$ cat config.mk
export PLATFORM = sky130hd
export DESIGN_NAME = bcu_branch_unit
export DESIGN_NICKNAME = d
export VERILOG_FILES = /design/src/core/bcu_pkg.sv /design/src/core/bcu_decode.sv /design/src/core/bcu_branch_unit.sv
export VERILOG_INCLUDE_DIRS = /design/src /design/src/core
export SDC_FILE = /design/constraint.sdc
export NUM_CORES = 1
export LEC_CHECK = 0
export BUFFER_PORTS_ARGS = -buffer_cell sky130_fd_sc_hd__buf_2
export CAP_MARGIN = 20
export CORE_MARGIN = 1
export CORE_UTILIZATION = 54
export DETAILED_ROUTE_END_ITERATION = 12
export PLACE_DENSITY = 0.86
export SYNTH_ARGS = -nofsm -noshare
export SYNTH_HDL_FRONTEND = slang
export SYNTH_SLANG_ARGS = --single-unit
$ cat constraint.sdc
create_clock -name clk_sys_i -period 3.7 [get_ports clk_sys_i]
set_input_delay 0.555 -clock clk_sys_i [delete_from_list [all_inputs] [get_ports clk_sys_i]]
set_output_delay 0.555 -clock clk_sys_i [all_outputs]
set_load 0.1 [all_outputs]
$ cat src/core/bcu_map.svh
`ifndef BCU_MAP_SVH
`define BCU_MAP_SVH
// Instruction field positions
`define BCU_OPC_HI 31
`define BCU_OPC_LO 26
`define BCU_FSRC_HI 25
`define BCU_FSRC_LO 21
`define BCU_SSRC_HI 20
`define BCU_SSRC_LO 16
`define BCU_OFF_HI 15
`define BCU_OFF_LO 0
// Sign bit of a register and the extension above the shifted offset
`define BCU_SIGN_BIT 63
`define BCU_OFF_EXT_BITS 46
// Primary opcodes
`define BCU_OPC_REG_IMM_CLASS 6'h01
`define BCU_OPC_NOT_EQUAL 6'h05
`define BCU_OPC_LE_ZERO 6'h06
`define BCU_OPC_NOT_EQUAL_LIKELY 6'h15
`define BCU_OPC_LE_ZERO_LIKELY 6'h16
`define BCU_OPC_GT_ZERO_LIKELY 6'h17
// Register-immediate class selectors
`define BCU_RI_LTZ 5'h00
`define BCU_RI_LTZL 5'h02
`define BCU_RI_LTZAL 5'h10
`define BCU_RI_LTZALL 5'h12
// Link register number and return offset
`define BCU_LINK_REG 5'h1F
`define BCU_LINK_OFS 64'h0000_0000_0000_0008
`define BCU_SLOT_OFS 64'h0000_0000_0000_0004
`define BCU_REACH_BYTES 64'h0000_0000_0002_0000
`endif

$ cat src/core/bcu_pkg.sv
package bcu_pkg;
  typedef enum logic [3:0] {
    BCU_OP_NONE = 4'b0000,
    BCU_OP_LE_ZERO = 4'b0001,
    BCU_OP_LE_ZERO_LIKELY = 4'b0010,
    BCU_OP_GT_ZERO_LIKELY = 4'b0011,
    BCU_OP_LT_ZERO = 4'b0100,
    BCU_OP_LT_ZERO_LIKELY = 4'b0101,
    BCU_OP_LT_ZERO_LINK = 4'b0110,
    BCU_OP_LT_ZERO_LINK_LIKELY = 4'b0111,
    BCU_OP_NOT_EQUAL = 4'b1000,
    BCU_OP_NOT_EQUAL_LIKELY = 4'b1001
  } bcu_op_e;
  typedef enum logic [1:0] {
    BCU_ST_IDLE = 2'b00,
    BCU_ST_SLOT = 2'b01
  } bcu_state_e;
endpackage

$ cat src/core/bcu_decode.sv
`timescale 1ns/1ps
`default_nettype none
`include "bcu_map.svh"
module bcu_decode (
  // Instruction word
  input wire logic [31:0] instr_i,
  // Decoded operation
  output var bcu_pkg::bcu_op_e op_o
);
  logic [5:0] opc;
  logic [4:0] sel;
  assign opc = instr_i[`BCU_OPC_HI:`BCU_OPC_LO];
  assign sel = instr_i[`BCU_SSRC_HI:`BCU_SSRC_LO];

  // Primary opcode first, then second field for the register-immediate class
  always_comb begin
    op_o = bcu_pkg::BCU_OP_NONE;
    if (opc == `BCU_OPC_LE_ZERO) begin
      op_o = bcu_pkg::BCU_OP_LE_ZERO;
    end else if (opc == `BCU_OPC_LE_ZERO_LIKELY) begin
      op_o = bcu_pkg::BCU_OP_LE_ZERO_LIKELY;
    end else if (opc == `BCU_OPC_GT_ZERO_LIKELY) begin
      op_o = bcu_pkg::BCU_OP_GT_ZERO_LIKELY;
    end else if (opc == `BCU_OPC_NOT_EQUAL) begin
      op_o = bcu_pkg::BCU_OP_NOT_EQUAL;
    end else if (opc == `BCU_OPC_NOT_EQUAL_LIKELY) begin
      op_o = bcu_pkg::BCU_OP_NOT_EQUAL_LIKELY;
    end else if (opc == `BCU_OPC_REG_IMM_CLASS) begin
      if (sel == `BCU_RI_LTZ) begin
        op_o = bcu_pkg::BCU_OP_LT_ZERO;
      end else if (sel == `BCU_RI_LTZL) begin
        op_o = bcu_pkg::BCU_OP_LT_ZERO_LIKELY;
      end else if (sel == `BCU_RI_LTZAL) begin
        op_o = bcu_pkg::BCU_OP_LT_ZERO_LINK;
      end else if (sel == `BCU_RI_LTZALL) begin
        op_o = bcu_pkg::BCU_OP_LT_ZERO_LINK_LIKELY;
      end
    end
  end
endmodule
`default_nettype wire

$ cat src/core/bcu_branch_unit.sv
`timescale 1ns/1ps
`default_nettype none
`include "bcu_map.svh"
module bcu_branch_unit (
  // Clock and control
  input wire logic clk_sys_i,
  input wire logic srst_i,
  input wire logic ce_i,
  // Architecture level supports likely forms
  input wire logic likely_ok_i,
  // Branch issue
  input wire logic issue_i,
  input wire logic [31:0] instr_i,
  input wire logic [63:0] pc_i,
  input wire logic [63:0] src_a_i,
  input wire logic [63:0] src_b_i,
  // Delay slot status
  input wire logic slot_done_i,
  input wire logic slot_exc_i,
  // Results
  output logic redirect_o,
  output logic [63:0] target_o,
  output logic squash_slot_o,
  output logic link_we_o,
  output logic [4:0] link_reg_o,
  output logic [63:0] link_data_o,
  output logic resv_instr_o,
  output logic [63:0] restart_pc_o,
  output logic restart_o
);
  ////////////////////////////////////////////////////////////////////////
  bcu_pkg::bcu_op_e op;
  bcu_pkg::bcu_state_e state_q;
  logic cond;
  logic likely;
  logic link;
  logic [63:0] off_ext;
  logic [63:0] tgt_d;
  logic taken_q;
  logic [63:0] tgt_q;
  logic [63:0] br_pc_q;

  bcu_decode u_decode (
    .instr_i(instr_i),
    .op_o(op)
  );

  ////////////////////////////////////////////////////////////////////////
  // Offset becomes 18-bit signed, then extends; reach is bounded by it
  assign off_ext = {{`BCU_OFF_EXT_BITS{instr_i[`BCU_OFF_HI]}}, instr_i[`BCU_OFF_HI:`BCU_OFF_LO],
    2'b00};
  assign tgt_d = pc_i + `BCU_SLOT_OFS + off_ext;

  assign likely = (op == bcu_pkg::BCU_OP_LE_ZERO_LIKELY) || (op == bcu_pkg::BCU_OP_GT_ZERO_LIKELY) ||
    (op == bcu_pkg::BCU_OP_LT_ZERO_LIKELY) || (op == bcu_pkg::BCU_OP_LT_ZERO_LINK_LIKELY) ||
    (op == bcu_pkg::BCU_OP_NOT_EQUAL_LIKELY);
  assign link = (op == bcu_pkg::BCU_OP_LT_ZERO_LINK) || (op == bcu_pkg::BCU_OP_LT_ZERO_LINK_LIKELY);

  // Condition from register contents
  always_comb begin
    case (op)
      bcu_pkg::BCU_OP_LE_ZERO, bcu_pkg::BCU_OP_LE_ZERO_LIKELY: begin
        cond = src_a_i[`BCU_SIGN_BIT] || (src_a_i == 64'h0);
      end
      bcu_pkg::BCU_OP_GT_ZERO_LIKELY: begin
        cond = !src_a_i[`BCU_SIGN_BIT] && (src_a_i != 64'h0);
      end
      bcu_pkg::BCU_OP_LT_ZERO, bcu_pkg::BCU_OP_LT_ZERO_LIKELY,
      bcu_pkg::BCU_OP_LT_ZERO_LINK, bcu_pkg::BCU_OP_LT_ZERO_LINK_LIKELY: begin
        cond = src_a_i[`BCU_SIGN_BIT];
      end
      bcu_pkg::BCU_OP_NOT_EQUAL, bcu_pkg::BCU_OP_NOT_EQUAL_LIKELY: begin
        cond = (src_a_i != src_b_i);
      end
      default: begin
        cond = 1'b0;
      end
    endcase
  end

  ////////////////////////////////////////////////////////////////////////
  // Branch state: capture in branch cycle, act on slot completion
  always_ff @(posedge clk_sys_i) begin
    if (srst_i) begin
      state_q <= bcu_pkg::BCU_ST_IDLE;
      taken_q <= 1'b0;
      tgt_q <= 64'h0;
      br_pc_q <= 64'h0;
    end else if (ce_i) begin
      case (state_q)
        bcu_pkg::BCU_ST_IDLE: begin
          // Unsupported likely forms never enter the slot phase
          if (issue_i && (op != bcu_pkg::BCU_OP_NONE) && !(likely && !likely_ok_i)) begin
            state_q <= bcu_pkg::BCU_ST_SLOT;
            taken_q <= cond;
            tgt_q <= tgt_d;
            br_pc_q <= pc_i;
          end
        end
        bcu_pkg::BCU_ST_SLOT: begin
          if (slot_done_i || slot_exc_i) begin
            state_q <= bcu_pkg::BCU_ST_IDLE;
          end
        end
        default: begin
          state_q <= bcu_pkg::BCU_ST_IDLE;
        end
      endcase
    end
  end

  // Redirect after the slot retires, never on a slot exception
  always_ff @(posedge clk_sys_i) begin
    if (srst_i) begin
      redirect_o <= 1'b0;
      target_o <= 64'h0;
    end else if (ce_i) begin
      redirect_o <= (state_q == bcu_pkg::BCU_ST_SLOT) && slot_done_i && !slot_exc_i && taken_q;
      target_o <= tgt_q;
    end
  end

  // Squash the slot for a not-taken likely branch, one pulse in the cycle after the branch issues
  always_ff @(posedge clk_sys_i) begin
    if (srst_i) begin
      squash_slot_o <= 1'b0;
    end else if (ce_i) begin
      squash_slot_o <= (state_q == bcu_pkg::BCU_ST_IDLE) && issue_i && likely && likely_ok_i && !cond;
    end
  end

  // Link write regardless of outcome; a tested source of 31 is left to software
  always_ff @(posedge clk_sys_i) begin
    if (srst_i) begin
      link_we_o <= 1'b0;
      link_reg_o <= 5'h0;
      link_data_o <= 64'h0;
    end else if (ce_i) begin
      link_we_o <= (state_q == bcu_pkg::BCU_ST_IDLE) && issue_i && link && !(likely && !likely_ok_i);
      link_reg_o <= `BCU_LINK_REG;
      link_data_o <= pc_i + `BCU_LINK_OFS;
    end
  end

  // Reserved instruction on likely forms the level lacks
  always_ff @(posedge clk_sys_i) begin
    if (srst_i) begin
      resv_instr_o <= 1'b0;
    end else if (ce_i) begin
      resv_instr_o <= (state_q == bcu_pkg::BCU_ST_IDLE) && issue_i && likely && !likely_ok_i;
    end
  end

  // Slot exception restarts at the branch so it is evaluated again
  always_ff @(posedge clk_sys_i) begin
    if (srst_i) begin
      restart_o <= 1'b0;
      restart_pc_o <= 64'h0;
    end else if (ce_i) begin
      restart_o <= (state_q == bcu_pkg::BCU_ST_SLOT) && slot_exc_i;
      restart_pc_o <= br_pc_q;
    end
  end
endmodule
`default_nettype wire

* Yosys cells after proc, flatten, opt, wreduce, memory -nomap -nowiden
Cells that the tools add are included. W data, S select, Z words.
Word-level totals: flip-flop bits (word level) 329, input port bits 231, output and inout port bits 202
Operators by class: add/sub/neg operators 3, equal/unequal tests 22, reduce and logical (&&, ||, !) cells 37, muxes and demuxes 14
Operators by type and width (count):
- $add A64 B3 Y64 const B | 1
- $add A64 B4 Y64 const B | 1
- $add A64 B64 Y64 | 1
- $logic_not A64 Y1 | 1
- $ne A64 B64 Y1 | 1
- $reduce_bool A64 Y1 | 1
- $mux W4 | 9
- $eq A6 B5 Y1 const B | 3
- $eq A4 B3 Y1 const B | 4
- $logic_and A1 B1 Y1 | 15
- $eq A6 B3 Y1 const B | 2
- $eq A5 B5 Y1 const B | 2
- $eq A4 B2 Y1 const B | 2
- $eq A4 B4 Y1 const B | 2
- $logic_or A1 B1 Y1 | 7
- $eq A6 B1 Y1 const B | 1
- $reduce_and A3 Y1 | 2
- $eq A5 B2 Y1 const B | 1
- $logic_not A1 Y1 | 5
- $logic_not A5 Y1 | 1
- $eq A4 B1 Y1 const B | 1
- $mux W2 | 2
- $ne A2 B2 Y1 const B | 2
- $pmux W1 S4 | 1
- other kinds (7) | 8

* Longest topological paths before layout
word-level depth 21, depth in mapped cells 15

* Hierarchy
From an unflattened synthesis, not the netlist that was laid out.
Unflattened totals: cells, all modules 2066, area total of the unflattened synthesis 17454.2 µm²
Modules (own cells, without submodules):
- bcu_branch_unit | area each 17381.7 µm², seq. area each 6486.2 µm², instances 1, cells each 2056
- bcu_decode | area each 72.6 µm², seq. area each 0.0 µm², instances 1, cells each 10

* Least setup slack after synthesis
OpenSTA, ideal clock, no wires.
path type input-to-reg, from input instr_i[1], to register tgt_q[57], stages 13, arrival 3255 ps, path buffers 0, setup slack 312 ps, cells stage by stage ha_1 ha_1 fa_1 a21o_1 a221oi_4 and4bb_1 a221o_2 o31ai_4 a21oi_2 a21oi_1 o21ai_1 xnor2_1 a21oi_1
On the way: word-level cells in the longest chain between the ends 1
Ends and longest elaborated chain:
- from (decl) | line bcu_branch_unit.sv:13 | input wire logic [31:0] instr_i,
- $add A64 B64 Y64 | line bcu_branch_unit.sv:52 | assign tgt_d = pc_i + `BCU_SLOT_OFS + off_ext;
- to (signal assigned) | line bcu_branch_unit.sv:96 | tgt_q <= tgt_d;
- to (decl) | line bcu_branch_unit.sv:40 | logic [63:0] tgt_q;
No other way between the ends. A chain may end at the register's enable or synchronous reset.

* Final worst setup path
from input instr_i[1], to register tgt_q[39]
The elaborated chain is that of the path after synthesis.

==> summary.md <==
| Metric | Value |
|---|---|
| Critical Path AT | approximately 3800 ps |
| Slowest cell on the critical path | fa_1 |
| Worst-Margin Slew | just over 900 ps |
| Pre-antenna DRT Iters | 7 |
| DRT antenna net count | 0 |
| Max-slew violations | 0 |
| DP HPWL | 40.6 mm |
| Synthesized cell area | 17500 sq um |
| Routed wire length | approximately 54 mm |
| Status | completed |
| DR vias | around 17000 |
| Vias per cell | 5.85 |
| Fin cells | 2911 |
| Remaining DRCs | 0 |
| IO Port Bufs | 427 |
| Ys flop type | dfxtp_1 |
| Reg2Reg Depth | 5 |
| Worst Hold Class | in -> reg |
| Hold Fails Final Rpt | 0 |
| Die area | 33200 sq um |
| Post-CTS setup buffer count | 0 |
| Slowest stage delay, CP | about 410 ps |
| VDD IR max | ~380 uV |
| CP endpoint | tgt_q[39] |
| CP startpoint | instr_i[1] |
| Post-Syn Instances | between 2000 and 2500 |
| Max Buffers Root-to-Sink | 3 |
| Largest net degree at the start of global routing | ~150 |
| Maxcap violations | 0 |
| First-pass GRT wire length | approximately 85 mm |
| Average cell area after synthesis | 8.47 sq um |
| Root Buffer | clkbuf_16 |
| Post-synth EDFFs | 0 |
| Final Cycle Share | between 90% and 100% |
| RSZ-0062 raised after global routing | no |
| Cell count after placement | around 2800 |
| Clk slew on worst S/H paths | about 60 ps |
| R2R Path End | tgt_q[56] |
| Initial core utilization | between 50% and 60% |
| Num CTS Buffers | 35 |
| Area growth, synth to finish | 22.5% |
| Core Region | 31700 sq um |
| Mapped Nets | 2421 |
| Width of the chip | 182 um |
| Commonest cells after routing, fill and taps aside | 425 x buf_2, 324 x dfxtp_1, 308 x nand2_1 |
| Rows | between 60 and 70 |
| Sequential share of the synthesized area | 37.0% |
| CTS tree | yes |
| H-tree depth | 2 |
| # clock sinks | 324 |
| Final min period | ~3300 ps |
| Avg WL per Cell | ~18 um |
| Fin Clk Skew | 20.1 ps |
| Nets@finish | between 2000 and 3000 |
| Total negative slack | 0 ps |
| Hold slack | about 300 ps |
| Synth async-reset ratio | 0% |
| Crit start category | input port |
| R2R setup slack | about 1600 ps |
| Max-slew headroom | 38.6% |
| Fmax achieved | 299 MHz |
| PostCTS Resize Cnt | 0 |
| Crit. End Element | flip-flop |
| Yosys warns | 0 |
| Ports | around 430 |
| Commonest non-fill, non-tap cell in the layout | buf_2 |
| # setup viols final | 0 |
| Yosys reg bits | ~320 |
| Initial antenna violation count | 6 |
| Layout cells sized above 1 | a little under a quarter |
| Die H | 182 um |
| CP Cell Sequence | buf_2 > ha_1 > ha_1 > fa_1 > a21o_1 > a221oi_4 > o221ai_1 > a21oi_1 > o21ai_1 > a21boi_1 > o21ai_1 > and4_1 > a21oi_1 > nand2_1 |
| Initial DRC count | 1260 |
| Netlist cell types | 77 |
| Crit Reg-Reg Startpoint | state_q[0] |
| Largest fanout on the critical path | 3 |
| Gr usage total | about a third |
| Total power | ~9.4 mW |
| Power per cell area | 440 nW/um^2 |
| Placer Congestion | between 1 and 1.5 |
| Remaining global-route overflow | 0 |
| Pleak | between 9 and 10 nW |
| Clock Latency Late Sink | roughly 540 ps |
| Worst path required time | 4110 ps |
| Hold_buf cts | 0 |
| Vias in the first global route | 16676 |
| WS Path Type | in -> reg |
## power breakdown
group	total [mW]	switching [mW]	internal, mW
sequential	3.60	0.0396	3.56
clock	3.68	1.44	2.24
combinational	2.15	1.44	0.707
## cell families after synthesis
logic type | Yosys count | synth area share, %
xor gates and xnor gates | 166 | 8.30
buffers and inverters | 142 | 3.52
adders and majority gates | 123 | 8.83
and+or+nand+nor | 761 | 19.5
AOI/OAI and AO/OA | 420 | 15.2
muxes | 131 | 7.52
DFF | 324 | 37.0
## flip-flops by register name (all words and copies together) (netlist names)
signal / cells
link_data_o: 64
state_q: 1
squash_slot_o: 1
restart_o: 1
link_reg_o: 1
target_o: 64
tgt_q: 64
taken_q: 1
redirect_o: 1
restart_pc_o: 62
br_pc_q: 62
link_we_o: 1
resv_instr_o: 1
## stage by stage
step                utilization, %  area, sq um  setup WS (ps)
floorplan                        -        17500            312
global placement              63.7        20200          -23.8
detailed placement            63.7        20200          -98.7
CTS                           67.6        21400            413
global route                  67.6        21400            244
finish                        67.6        21400            355
## final cells by class
class | instances | area (sq um)
diodes | 3 | 7.51
repair buffers | 496 | 2730
clock inverters | 13 | 183
flip-flops and latches | 324 | 6490
well taps | 402 | 503
multi-input cells | 1601 | 10400
clock buffers | 51 | 1040
fillers | 2492 | 10300
inverters | 21 | 78.8
## cell usage after synthesis, types with 14 or more instances
cell	instances	area [sq um]
a211oi_1	58	435
a21o_1	36	270
a21oi_1	187	936
and3_1	16	100
buf_1	14	52.6
buf_2	15	75.1
buf_4	15	113
clkbuf_1	75	282
dfxtp_1	324	6490
ha_1	122	1530
inv_1	21	78.8
mux2i_1	130	1300
nand2_1	308	1160
nand3_1	52	260
nand4_1	31	194
nor2_1	242	908
nor4_1	40	250
o21ai_0	47	235
xnor2_1	39	342
xor2_1	127	1110
## worst min path at each step
| stage | from | to | slack [ps] | cells past startpoint |
|---|---|---|---|---|
| after floorplan | tgt_q[10] | tgt_q[10] | 430 | 2 |
| after global placement | tgt_q[62] | tgt_q[62] | 440 | 2 |
| after detailed placement | tgt_q[18] | tgt_q[18] | 450 | 2 |
| after CTS | pc_i[1] | tgt_q[1] | 290 | 3 |
| after global routing | pc_i[0] | link_data_o[0] | 300 | 3 |
| final | pc_i[1] | tgt_q[1] | 290 | 3 |
## worst max-delay path, delay by kind of cell
family,cells,cell delay (ps)
compound gates,8,1910
fa+ha+maj,3,920
simple gates,2,270
buf+inv,1,100
## metal layers
metal | wire length, um | share of wire, % | vias to the layer above | track usage (%)
li1 | - | - | 8103 | -
met5 | 51 | 0.095 | - | 0
met3 | 5000 | 9.3 | 186 | 9.46
met4 | 2050 | 3.8 | 8 | 12.5
met1 | 21300 | 40 | 8017 | 37.5
met2 | 25300 | 47 | 722 | 53.6
No activity file was read; power rests on OpenSTA's default activity.
